<file path="config.mk">
export PLATFORM = sky130hd
export DESIGN_NAME = nvw_guard
export DESIGN_NICKNAME = d
export VERILOG_FILES = /design/src/include/nvw_pkg.sv /design/src/rtl/nvw_guard.sv
export VERILOG_INCLUDE_DIRS = /design/src /design/src/include
export SDC_FILE = /design/constraint.sdc
export NUM_CORES = 1
export LEC_CHECK = 0
export BUFFER_PORTS_ARGS = -buffer_cell sky130_fd_sc_hd__buf_2
export CELL_PAD_IN_SITES_DETAIL_PLACEMENT = 0
export CELL_PAD_IN_SITES_GLOBAL_PLACEMENT = 1
export CORE_MARGIN = 1
export CORE_UTILIZATION = 38
export DETAILED_ROUTE_END_ITERATION = 8
export PLACE_DENSITY = 0.8
export SETUP_SLACK_MARGIN = 0.4
export SLEW_MARGIN = 5
export SYNTH_ARGS = -nofsm -noshare
export SYNTH_HDL_FRONTEND = slang
export SYNTH_SLANG_ARGS = --single-unit
</file>
<file path="constraint.sdc">
create_clock -name clk_i -period 3 [get_ports clk_i]
set_input_delay 0.3 -clock clk_i [delete_from_list [all_inputs] [get_ports clk_i]]
set_output_delay 0.3 -clock clk_i [all_outputs]
set_load 0.05 [all_outputs]
</file>
<file path="src/include/nvw_cfg.svh">
/*
 file: constants of the non-volatile write guard (offsets, fields, codes, timing)
 assumes: included by the design files, 200 MHz core clock
*/
// How it works
// lock/ID block of page 48 stays readable
// master never writes ID bytes 22..31
// locked: ID bytes read only
// blocks 0..2 of page 48 denied when locked
// bad byte: withhold next acknowledge
// status read returns error code byte
// master restarts entry after status or error
// status bit 7 is lock, low bits code
// forbidden-when-locked command reports not-allowed
// unknown command reports wrong-command
// nonzero entry mode code reports wrong-mode
// nonexistent location write raises no error
// byte and block write take 4.5 ms
// core stalled; interrupt aborts the write
// byte write: page from select, address from store
// block data from register file 0..31
// block write: page, block, all 32 bytes
// protect pages from first up to unprotected
// protected page write aborts, sets flag
// equal option bytes protect nothing
// programming mode ignores page protection
// status register is input 40, reset zero
// bit 0 abort; flags cleared on success
// lock sampled at programming entry
`ifndef NVW_CFG_SVH
`define NVW_CFG_SVH
`define NVW_OPT_FIRST_PROT 8'h05
`define NVW_OPT_FIRST_UNPROT 8'h06
`define NVW_IN_STATUS 8'h28
`define NVW_STATUS_RESET 8'h00
`define NVW_ST_ABORT_BIT 0
`define NVW_ST_PROT_BIT 1
`define NVW_ID_PAGE 8'h30
`define NVW_ID_BLOCK 3'h3
`define NVW_ID_LAST_USER 5'h15
`define NVW_LOCK_VALUE 8'hff
`define NVW_ERR_NONE 7'h00
`define NVW_ERR_WRONG_CMD 7'h05
`define NVW_ERR_NOT_ALLOWED 7'h06
`define NVW_ERR_WRONG_MODE 7'h10
`define NVW_MODE_CODE 8'h00
`define NVW_BLOCK_BYTES 32
`define NVW_WRITE_TIME_NS 4500000
`define NVW_CLK_PERIOD_NS 5
`define NVW_WRITE_CYCLES (`NVW_WRITE_TIME_NS / `NVW_CLK_PERIOD_NS)
`endif

</file>
<file path="src/include/nvw_pkg.sv">
/*
 file: types of the non-volatile write guard
 assumes: nvw_cfg.svh is on the include path
*/
package nvw_pkg;
	typedef enum logic [1:0]
	{
		NVW_IDLE = 2'b00,
		NVW_PROG = 2'b01,
		NVW_DONE = 2'b11
	} nvw_state_t;
	typedef enum logic [2:0]
	{
		NVW_CMD_NONE = 3'h0,
		NVW_CMD_WRITE = 3'h1,
		NVW_CMD_READ = 3'h2,
		NVW_CMD_STATUS = 3'h3,
		NVW_CMD_ERASE = 3'h4,
		NVW_CMD_OTHER = 3'h5,
		NVW_CMD_BAD = 3'h7
	} nvw_cmd_t;
endpackage

</file>
<file path="src/rtl/nvw_guard.sv">
/*
 file: write guard for the non-volatile memory; core byte/block writes with page
 protection, programming-session access checks, error status byte.
 assumes: the core decodes instructions and the serial engine decodes bytes;
 this block decides, times the write and reports. single 200 MHz clock.
*/
`timescale 1ns/1ps
`include "nvw_cfg.svh"
module nvw_guard
	import nvw_pkg::*;
#(
	parameter int unsigned WRITE_CYCLES = `NVW_WRITE_CYCLES
)
(
	// clock and reset
	input wire logic clk_i,
	input wire logic srst_i,
	// option bytes
	input wire logic [7:0] first_protected_page_i,
	input wire logic [7:0] first_unprotected_page_i,
	// core side
	input wire logic page_select_i,
	input wire logic [7:0] page_value_i,
	input wire logic nv_store_i,
	input wire logic [7:0] byte_addr_i,
	input wire logic [7:0] store_data_i,
	input wire logic block_write_i,
	input wire logic [2:0] block_arg_i,
	input wire logic irq_req_i,
	input wire logic [7:0] in_reg_addr_i,
	output logic [7:0] in_reg_data_o,
	output logic core_stall_o,
	// register file read port for block data
	output logic [4:0] rf_addr_o,
	input wire logic [7:0] rf_data_i,
	// memory array write port
	output logic mem_we_o,
	output logic [7:0] mem_page_o,
	output logic [7:0] mem_addr_o,
	output logic [7:0] mem_data_o,
	output logic mem_block_o,
	// programming session side
	input wire logic prog_enter_i,
	input wire logic [7:0] prog_mode_i,
	input wire logic [7:0] lock_byte_i,
	input wire logic prog_exit_i,
	input wire logic byte_valid_i,
	input wire nvw_cmd_t cmd_i,
	input wire logic [7:0] acc_page_i,
	input wire logic [7:0] acc_addr_i,
	output logic ack_o,
	output logic access_ok_o,
	output logic [7:0] status_byte_o,
	output logic locked_o
);
	typedef struct packed
	{
		nvw_state_t st;
		logic stall;
		logic [31:0] cnt;
		logic [7:0] page;
		logic [7:0] addr;
		logic [7:0] data;
		logic blk;
		logic [4:0] idx;
		logic aborted;
		logic prot;
		logic [7:0] in_data;
		logic we;
		logic [7:0] mp;
		logic [7:0] ma;
		logic [7:0] md;
		logic session;
		logic locked;
		logic err_pend;
		logic [6:0] err_code;
		logic ack;
		logic acc_ok;
		logic [7:0] status;
	} nvw_regs_t;

	nvw_regs_t r;
	nvw_regs_t nxt;
	logic page_protected;
	logic [2:0] acc_blk;
	logic id_block;
	logic lock_blocks;
	logic acc_deny;

	// protected range, empty when equal; wraps if start above end
	// range compare
	always_comb
	begin
		page_protected = 1'b0;
		if (first_protected_page_i == first_unprotected_page_i)
			page_protected = 1'b0;
		else if (first_protected_page_i < first_unprotected_page_i)
			page_protected = (r.page >= first_protected_page_i) && (r.page < first_unprotected_page_i);
		else
			page_protected = (r.page >= first_protected_page_i) || (r.page < first_unprotected_page_i);
	end

	// page 48 block split
	assign acc_blk = acc_addr_i[7:5];
	assign id_block = (acc_page_i == `NVW_ID_PAGE) && (acc_blk == `NVW_ID_BLOCK);
	assign lock_blocks = (acc_page_i == `NVW_ID_PAGE) && (acc_blk != `NVW_ID_BLOCK);
	// locked session: only id block reads, status, erase
	always_comb
	begin
		acc_deny = 1'b0;
		if (r.locked)
		begin
			case (cmd_i)
				NVW_CMD_READ: acc_deny = !id_block;
				NVW_CMD_STATUS: acc_deny = 1'b0;
				NVW_CMD_ERASE: acc_deny = 1'b0;
				default: acc_deny = 1'b1;
			endcase
		end
		if (lock_blocks && r.locked)
			acc_deny = 1'b1;
	end

	always_comb
	begin
		nxt = r;
		nxt.we = 1'b0;
		nxt.ack = 1'b0;
		nxt.acc_ok = 1'b0;
		if (page_select_i && r.st == NVW_IDLE)
			nxt.page = page_value_i;
		case (r.st)
			NVW_IDLE:
			begin
				// byte write starts at once
				if (nv_store_i)
				begin
					nxt.addr = byte_addr_i;
					nxt.data = store_data_i;
					nxt.blk = 1'b0;
					nxt.idx = 5'h00;
					nxt.cnt = 32'h0;
					nxt.st = NVW_PROG;
				end
				// block write address
				else if (block_write_i)
				begin
					nxt.addr = {block_arg_i, 5'h00};
					nxt.blk = 1'b1;
					nxt.idx = 5'h00;
					nxt.cnt = 32'h0;
					nxt.st = NVW_PROG;
				end
				// protected page aborts
				if ((nv_store_i || block_write_i) && page_protected)
				begin
					nxt.prot = 1'b1;
					nxt.st = NVW_IDLE;
				end
			end
			NVW_PROG:
			begin
				// block load of all 32 bytes, one byte per cycle
				if (r.blk && r.cnt < 32'(`NVW_BLOCK_BYTES))
				begin
					nxt.we = 1'b1;
					nxt.mp = r.page;
					nxt.ma = {r.addr[7:5], r.idx};
					nxt.md = rf_data_i;
					nxt.idx = r.idx + 5'h01;
				end
				else if (!r.blk && r.cnt == 32'h0)
				begin
					nxt.we = 1'b1;
					nxt.mp = r.page;
					nxt.ma = r.addr;
					nxt.md = r.data;
				end
				nxt.cnt = r.cnt + 32'h1;
				// interrupt aborts
				if (irq_req_i)
				begin
					nxt.aborted = 1'b1;
					nxt.st = NVW_IDLE;
				end
				// fixed write time
				else if (r.cnt == WRITE_CYCLES - 1)
					nxt.st = NVW_DONE;
			end
			NVW_DONE:
			begin
				// success clears both flags
				nxt.aborted = 1'b0;
				nxt.prot = 1'b0;
				nxt.st = NVW_IDLE;
			end
			default: nxt.st = NVW_IDLE;
		endcase
		nxt.stall = (nxt.st != NVW_IDLE);
		// input register 40
		nxt.in_data = 8'h00;
		if (in_reg_addr_i == `NVW_IN_STATUS)
		begin
			nxt.in_data[`NVW_ST_ABORT_BIT] = nxt.aborted;
			nxt.in_data[`NVW_ST_PROT_BIT] = nxt.prot;
		end
		// lock sampled at entry
		if (prog_enter_i)
		begin
			nxt.session = 1'b1;
			nxt.locked = (lock_byte_i == `NVW_LOCK_VALUE);
			nxt.err_pend = 1'b0;
			nxt.err_code = `NVW_ERR_NONE;
			// wrong mode
			if (prog_mode_i != `NVW_MODE_CODE)
			begin
				nxt.err_pend = 1'b1;
				nxt.err_code = `NVW_ERR_WRONG_MODE;
			end
		end
		else if (prog_exit_i)
			nxt.session = 1'b0;
		else if (byte_valid_i && r.session)
		begin
			// ack withheld once error stands
			nxt.ack = !r.err_pend;
			if (cmd_i == NVW_CMD_STATUS)
				nxt.ack = 1'b1;
			// unknown command
			if (cmd_i == NVW_CMD_BAD)
			begin
				nxt.err_pend = 1'b1;
				nxt.err_code = `NVW_ERR_WRONG_CMD;
			end
			// not allowed while locked
			else if (acc_deny)
			begin
				nxt.err_pend = 1'b1;
				nxt.err_code = `NVW_ERR_NOT_ALLOWED;
			end
			// no page protection, no address check
			else
				nxt.acc_ok = (cmd_i != NVW_CMD_NONE);
		end
		// status byte
		nxt.status = {nxt.locked, nxt.err_code};
	end

	always_ff @(posedge clk_i)
	begin
		if (srst_i)
		begin
			r <= '0;
			r.st <= NVW_IDLE;
			r.in_data <= `NVW_STATUS_RESET;
		end
		else
			r <= nxt;
	end

	// core held while programming
	assign core_stall_o = r.stall;
	assign rf_addr_o = r.idx;
	assign in_reg_data_o = r.in_data;
	assign mem_we_o = r.we;
	assign mem_page_o = r.mp;
	assign mem_addr_o = r.ma;
	assign mem_data_o = r.md;
	assign mem_block_o = r.blk;
	assign ack_o = r.ack;
	assign access_ok_o = r.acc_ok;
	assign status_byte_o = r.status;
	assign locked_o = r.locked;
endmodule

</file>
# ---- Word level (Yosys, flattened, before mapping)
# Index checks and enable logic that the tools add are counted.
dict set report op_classes {
  n_addsub 2
  order_cmp 4
  n_eq_ne 16
  mux 38
  n_bitwise 3
  reduce_logical 36
}
# op n
set op_table {}
lappend op_table {{two-way mux 32 bit} 2}
lappend op_table {{case mux 32 bit (2 select lines)} 1}
lappend op_table {{two-way mux 25 bit} 2}
lappend op_table {{two-way mux 8 bit} 6}
lappend op_table {{adder 32 x 1 -> 32 bit, second input constant} 1}
lappend op_table {{equality test 32 x 20 -> 1 bit, second input constant} 1}
lappend op_table {{zero test 32 bit} 1}
lappend op_table {{less-than comparator 32 x 6 -> 1 bit, second input constant} 1}
lappend op_table {{two-way mux 10 bit} 2}
lappend op_table {{equality test 8 x 6 -> 1 bit, second input constant} 2}
lappend op_table {{less-than comparator 8 bit} 2}
lappend op_table {{two-way mux 1 bit} 12}
lappend op_table {{two-way mux 6 bit} 2}
lappend op_table {{nonzero test 2 bit} 6}
lappend op_table {{two-way mux 2 bit} 5}
lappend op_table {{case mux 5 bit (2 select lines)} 1}
lappend op_table {{equality test 3 x 2 -> 1 bit, second input constant} 3}
lappend op_table {{logical AND 1 bit} 9}
lappend op_table {{equality test 8 bit} 1}
lappend op_table {{equality test 8 bit, second input constant} 1}
lappend op_table {{greater-or-equal comparator 8 bit} 1}
lappend op_table {{AND reduction 2 bit} 4}
lappend op_table {{nonzero test 8 bit} 1}
lappend op_table {{equality test 3 bit, second input constant} 2}
lappend op_table {{18 further kinds} 30}
dict set report word_totals {
  ff_bits 120
  out_inout_bits 51
}

# ---- Logic depth before layout (Yosys ltp)
dict set report logic_depth {
  word_depth 11
  mapped_depth 11
  mapped_depth_nobuf 8
}

# ---- Worst setup path after synthesis
# No wires, ideal clock.
dict set report synth_timing {
  kind {register -> register}
  from {register r[118] (netlist name)}
  to {register r[109] (netlist name)}
  t_arrival_ps 2217
  setup_slack_ps 655
  stages_incl_launch_ff 11
  synth_period_minus_slack_ps 2345
  cell_sequence {dfxtp_1 inv_1 ha_1 buf_2 or3b_1 buf_2 nand4_2 or4_1 nor4_1 xnor2_1 nor2_1}
}
dict set report synth_via {
  elab_chain_cells 3
}
# element line_no
set synth_lines {}
lappend synth_lines {{start: declaration} nvw_guard.sv:82} ;# nvw_regs_t r;
lappend synth_lines {{start signal: assignment} nvw_guard.sv:258} ;# r <= nxt;
lappend synth_lines {{zero test 2 bit / equality test 2 x 1 -> 1 bit (equally long branches)} nvw_guard.sv:132} ;# case (r.st)
lappend synth_lines {{inequality test 3 bit (no source line) / nonzero test 2 bit (equally long branches)} n/a}
lappend synth_lines {{AND reduction 2 bit (no source line)} n/a}
# Several ways; a longest one is shown, not always the timed one.
# A chain may end at the register's enable or synchronous reset.

# ---- Final worst setup path
# Ends and elaborated chain as after synthesis.

==> results by group <==
Run status
  • Status: finished clean

Final layout
  • Area growth, synth to finish: 16.2%
  • Layout cells sized above 1: 0.232
  • Ant. Diodes: 0
  • Final nets: 856
  • Commonest non-fill, non-tap cell in the layout: buf_2
  • Fillers: between 1000 and 1500
  • Most frequent cells in the layout: buf_2, dfxtp_1, nor2_1
  • Final core occ: 0.459

Timing
  • RSZ-0062 raised after global routing: no
  • Max frequency: 0.423 GHz
  • Worst-Margin Slew: 0.839 ns
  • Min Tclk post-route: ~2.4 ns
  • Period utilisation layout: 0.789
  • Final Setup Violations: 0
  • Worst rel slew slack: 0.434
  • Slew Limit Fails: 0
  • Setup_tns: 0 ns
  • Worst Skew: 0.00876 ns
  • Hold Vio Cnt, Final: 0

Global route
  • Largest net degree at the start of global routing: 58
  • Total GRT Usage: 0.176
  • Initial antenna violation count: 0
  • Grt total ovfl: 0
  • First-pass GRT wire length: 20600 um
  • Vias in the first global route: 4451

Clock network
  • Clock Latency Late Sink: 0.35 ns
  • Setup bufs post-CTS: 0
  • CTS sink cnt: 103
  • CTS Hold Buffers Added: 0
  • H-tree depth: 3
  • TritonCTS clock tree: done
  • CTS root buf: clkbuf_16
  • CTS buffer count: 9
  • Clk buf depth: 2
  • Clock transition at path regs: 0.07 ns

Place
  • Detail Placement HPWL: 9240 um
  • Routability Congestion: approximately 0.81
  • Port Buffers: 139

Logic synthesis
  • Flops & latches, synth: 103
  • Mapped Cells: 632
  • Top cells by area, synth: dfxtp_1, ha_1, buf_4
  • Post-synth top area cell: dfxtp_1
  • Synthesized area: between 5000 and 6000 um2
  • Post-synth ARST share: 0
  • Post-synth EDFFs: 0
  • Sequential share of the synthesized area: 0.388
  • Yosys cell types: 60
  • Ys flop type: dfxtp_1
  • Synth warnings: 0
  • Mean Syn Cell Area: 8.41 um2
  • Synth top area share: 0.388

Route
  • Initial DRC count: 213
  • DR vias/cell: between 5 and 6
  • Remaining antenna violation count after routing: 0
  • DR vias: 4583
  • First-pass iteration count of the detailed router: 4
  • WL final: 12400 um
  • Drt wl/cell: 13.8 um
  • DRC: 0

Pwr
  • Max rail drop VDD: 0.304 mV
  • Static Leak: 2.67 nW
  • PwrDens: 543 nW/um2

Worst setup path
  • Kind of end point of the critical path: register
  • Startpoint types: register
  • Crit path max fanout: 18
  • WS Path Type: register to register
  • R2R Setup Slk: 0.63 ns
  • Worst EP required: 3.23 ns
  • Reg2reg start: r[118]
  • Crit. Startpoint: r[118]
  • Worst Path Arrival: 2.59 ns

Floorplanning
  • Cell Rows: 42
  • Die area: 14500 um2
  • Die Span Y: between 100 and 150 um
  • Core region area: 13500 um2
  • Starting Density: 0.395
  • Width of the die: 120 um
  • IO Count: ~150

Run
  • Maxcap violations: 0

Min path
  • Min-delay src: store_data_i[7]
  • Worst min-delay path category: input pin to register
[cell usage after synthesis (4+ instances only)]
cell	instances
buf_4	45
a21o_1	4
nand2b_1	4
nand4_1	10
a22oi_1	19
a21oi_1	36
mux2i_1	14
nor3_1	8
nor4_1	13
a211oi_1	17
xnor2_1	12
inv_1	25
and3_1	11
and2_1	5
or3_1	6
ha_1	29
buf_2	9
xor2_1	16
nor2b_1	5
nand2_1	55
nand3_1	31
dfxtp_1	103
o21ai_0	11
clkbuf_1	17
nor2_1	78
[timing repair]
| action | CTS | global route |
|---|---|---|
| setup endpoints to repair | 0 | 2 |
| gates resized for setup | 0 | 2 |
| hold endpoints to repair | 0 | 0 |
[cell type report]
class	count	area [um2]	share of cell area
clock buffer	10	229	0.0371
tap	176	220	0.0357
clock inverter	5	58.8	0.00953
timing repair buffer	146	761	0.123
multi-input combinational	439	2750	0.445
inverter	25	93.8	0.0152
sequential	103	2060	0.334
[power by group]
group / internal (W) / total, W / switching [W]
clock network: 0.000644 / 0.00115 / 0.000509
logic: 0.000234 / 0.000704 / 0.000470
registers: 0.00145 / 0.00150 / 0.0000500
[state kept, by name (all words and copies together) (netlist names)]
signal         flops
r                 66
mem_addr_o         8
mem_data_o         8
mem_page_o         8
rf_addr_o          5
in_reg_data_o      2
access_ok_o        1
ack_o              1
core_stall_o       1
locked_o           1
mem_block_o        1
mem_we_o           1
[worst max-delay path: stages, from the launching register on]
cell and delay, ns:
dfxtp_1 0.35, inv_1 0.07, ha_1 0.16, buf_4 0.22
or2_2 0.19, nand4_4 0.16, or4_1 0.55, nor4_1 0.34
xnor2_1 0.16, nor2_1 0.05
[metrics by stage]
stage	total power (W)	hold slack [ns]	worst slack, ns	instances	area (um2)
2_1_floorplan	0.00208	0.381	0.655	640	5340
3_3_place_gp	0.00221	0.432	0.603	889	5870
3_5_place_dp	0.00223	0.433	0.564	889	5870
4_1_cts	0.00338	0.177	0.549	904	6160
5_1_grt	0.00351	0.193	0.413	904	6170
6_report	0.00335	0.185	0.634	904	6170
[metal layers]
metal | part of all wire | track usage
met1 | 0.45 | 0.215
met2 | 0.48 | 0.295
met3 | 0.059 | 0.0519
met4 | 0.019 | 0.0633
met5 | 0 | 0
[final timing paths]
check        endpoint  cells past startpoint
min             r[68]                      3
max reg2reg    r[109]                      9
min reg2reg     ack_o                      1
max            r[109]                      9
[kinds of logic after synthesis]
| kind of cell | share of synthesized area |
|---|---|
| other cells | 0.000706 |
| flops | 0.388 |
| mux | 0.0264 |
| compound gates | 0.138 |
| xor+xnor | 0.0461 |
| fa+ha+maj | 0.0683 |
| buf+inv | 0.103 |
| simple gates | 0.229 |
Power figures use the tool's default switching activity.
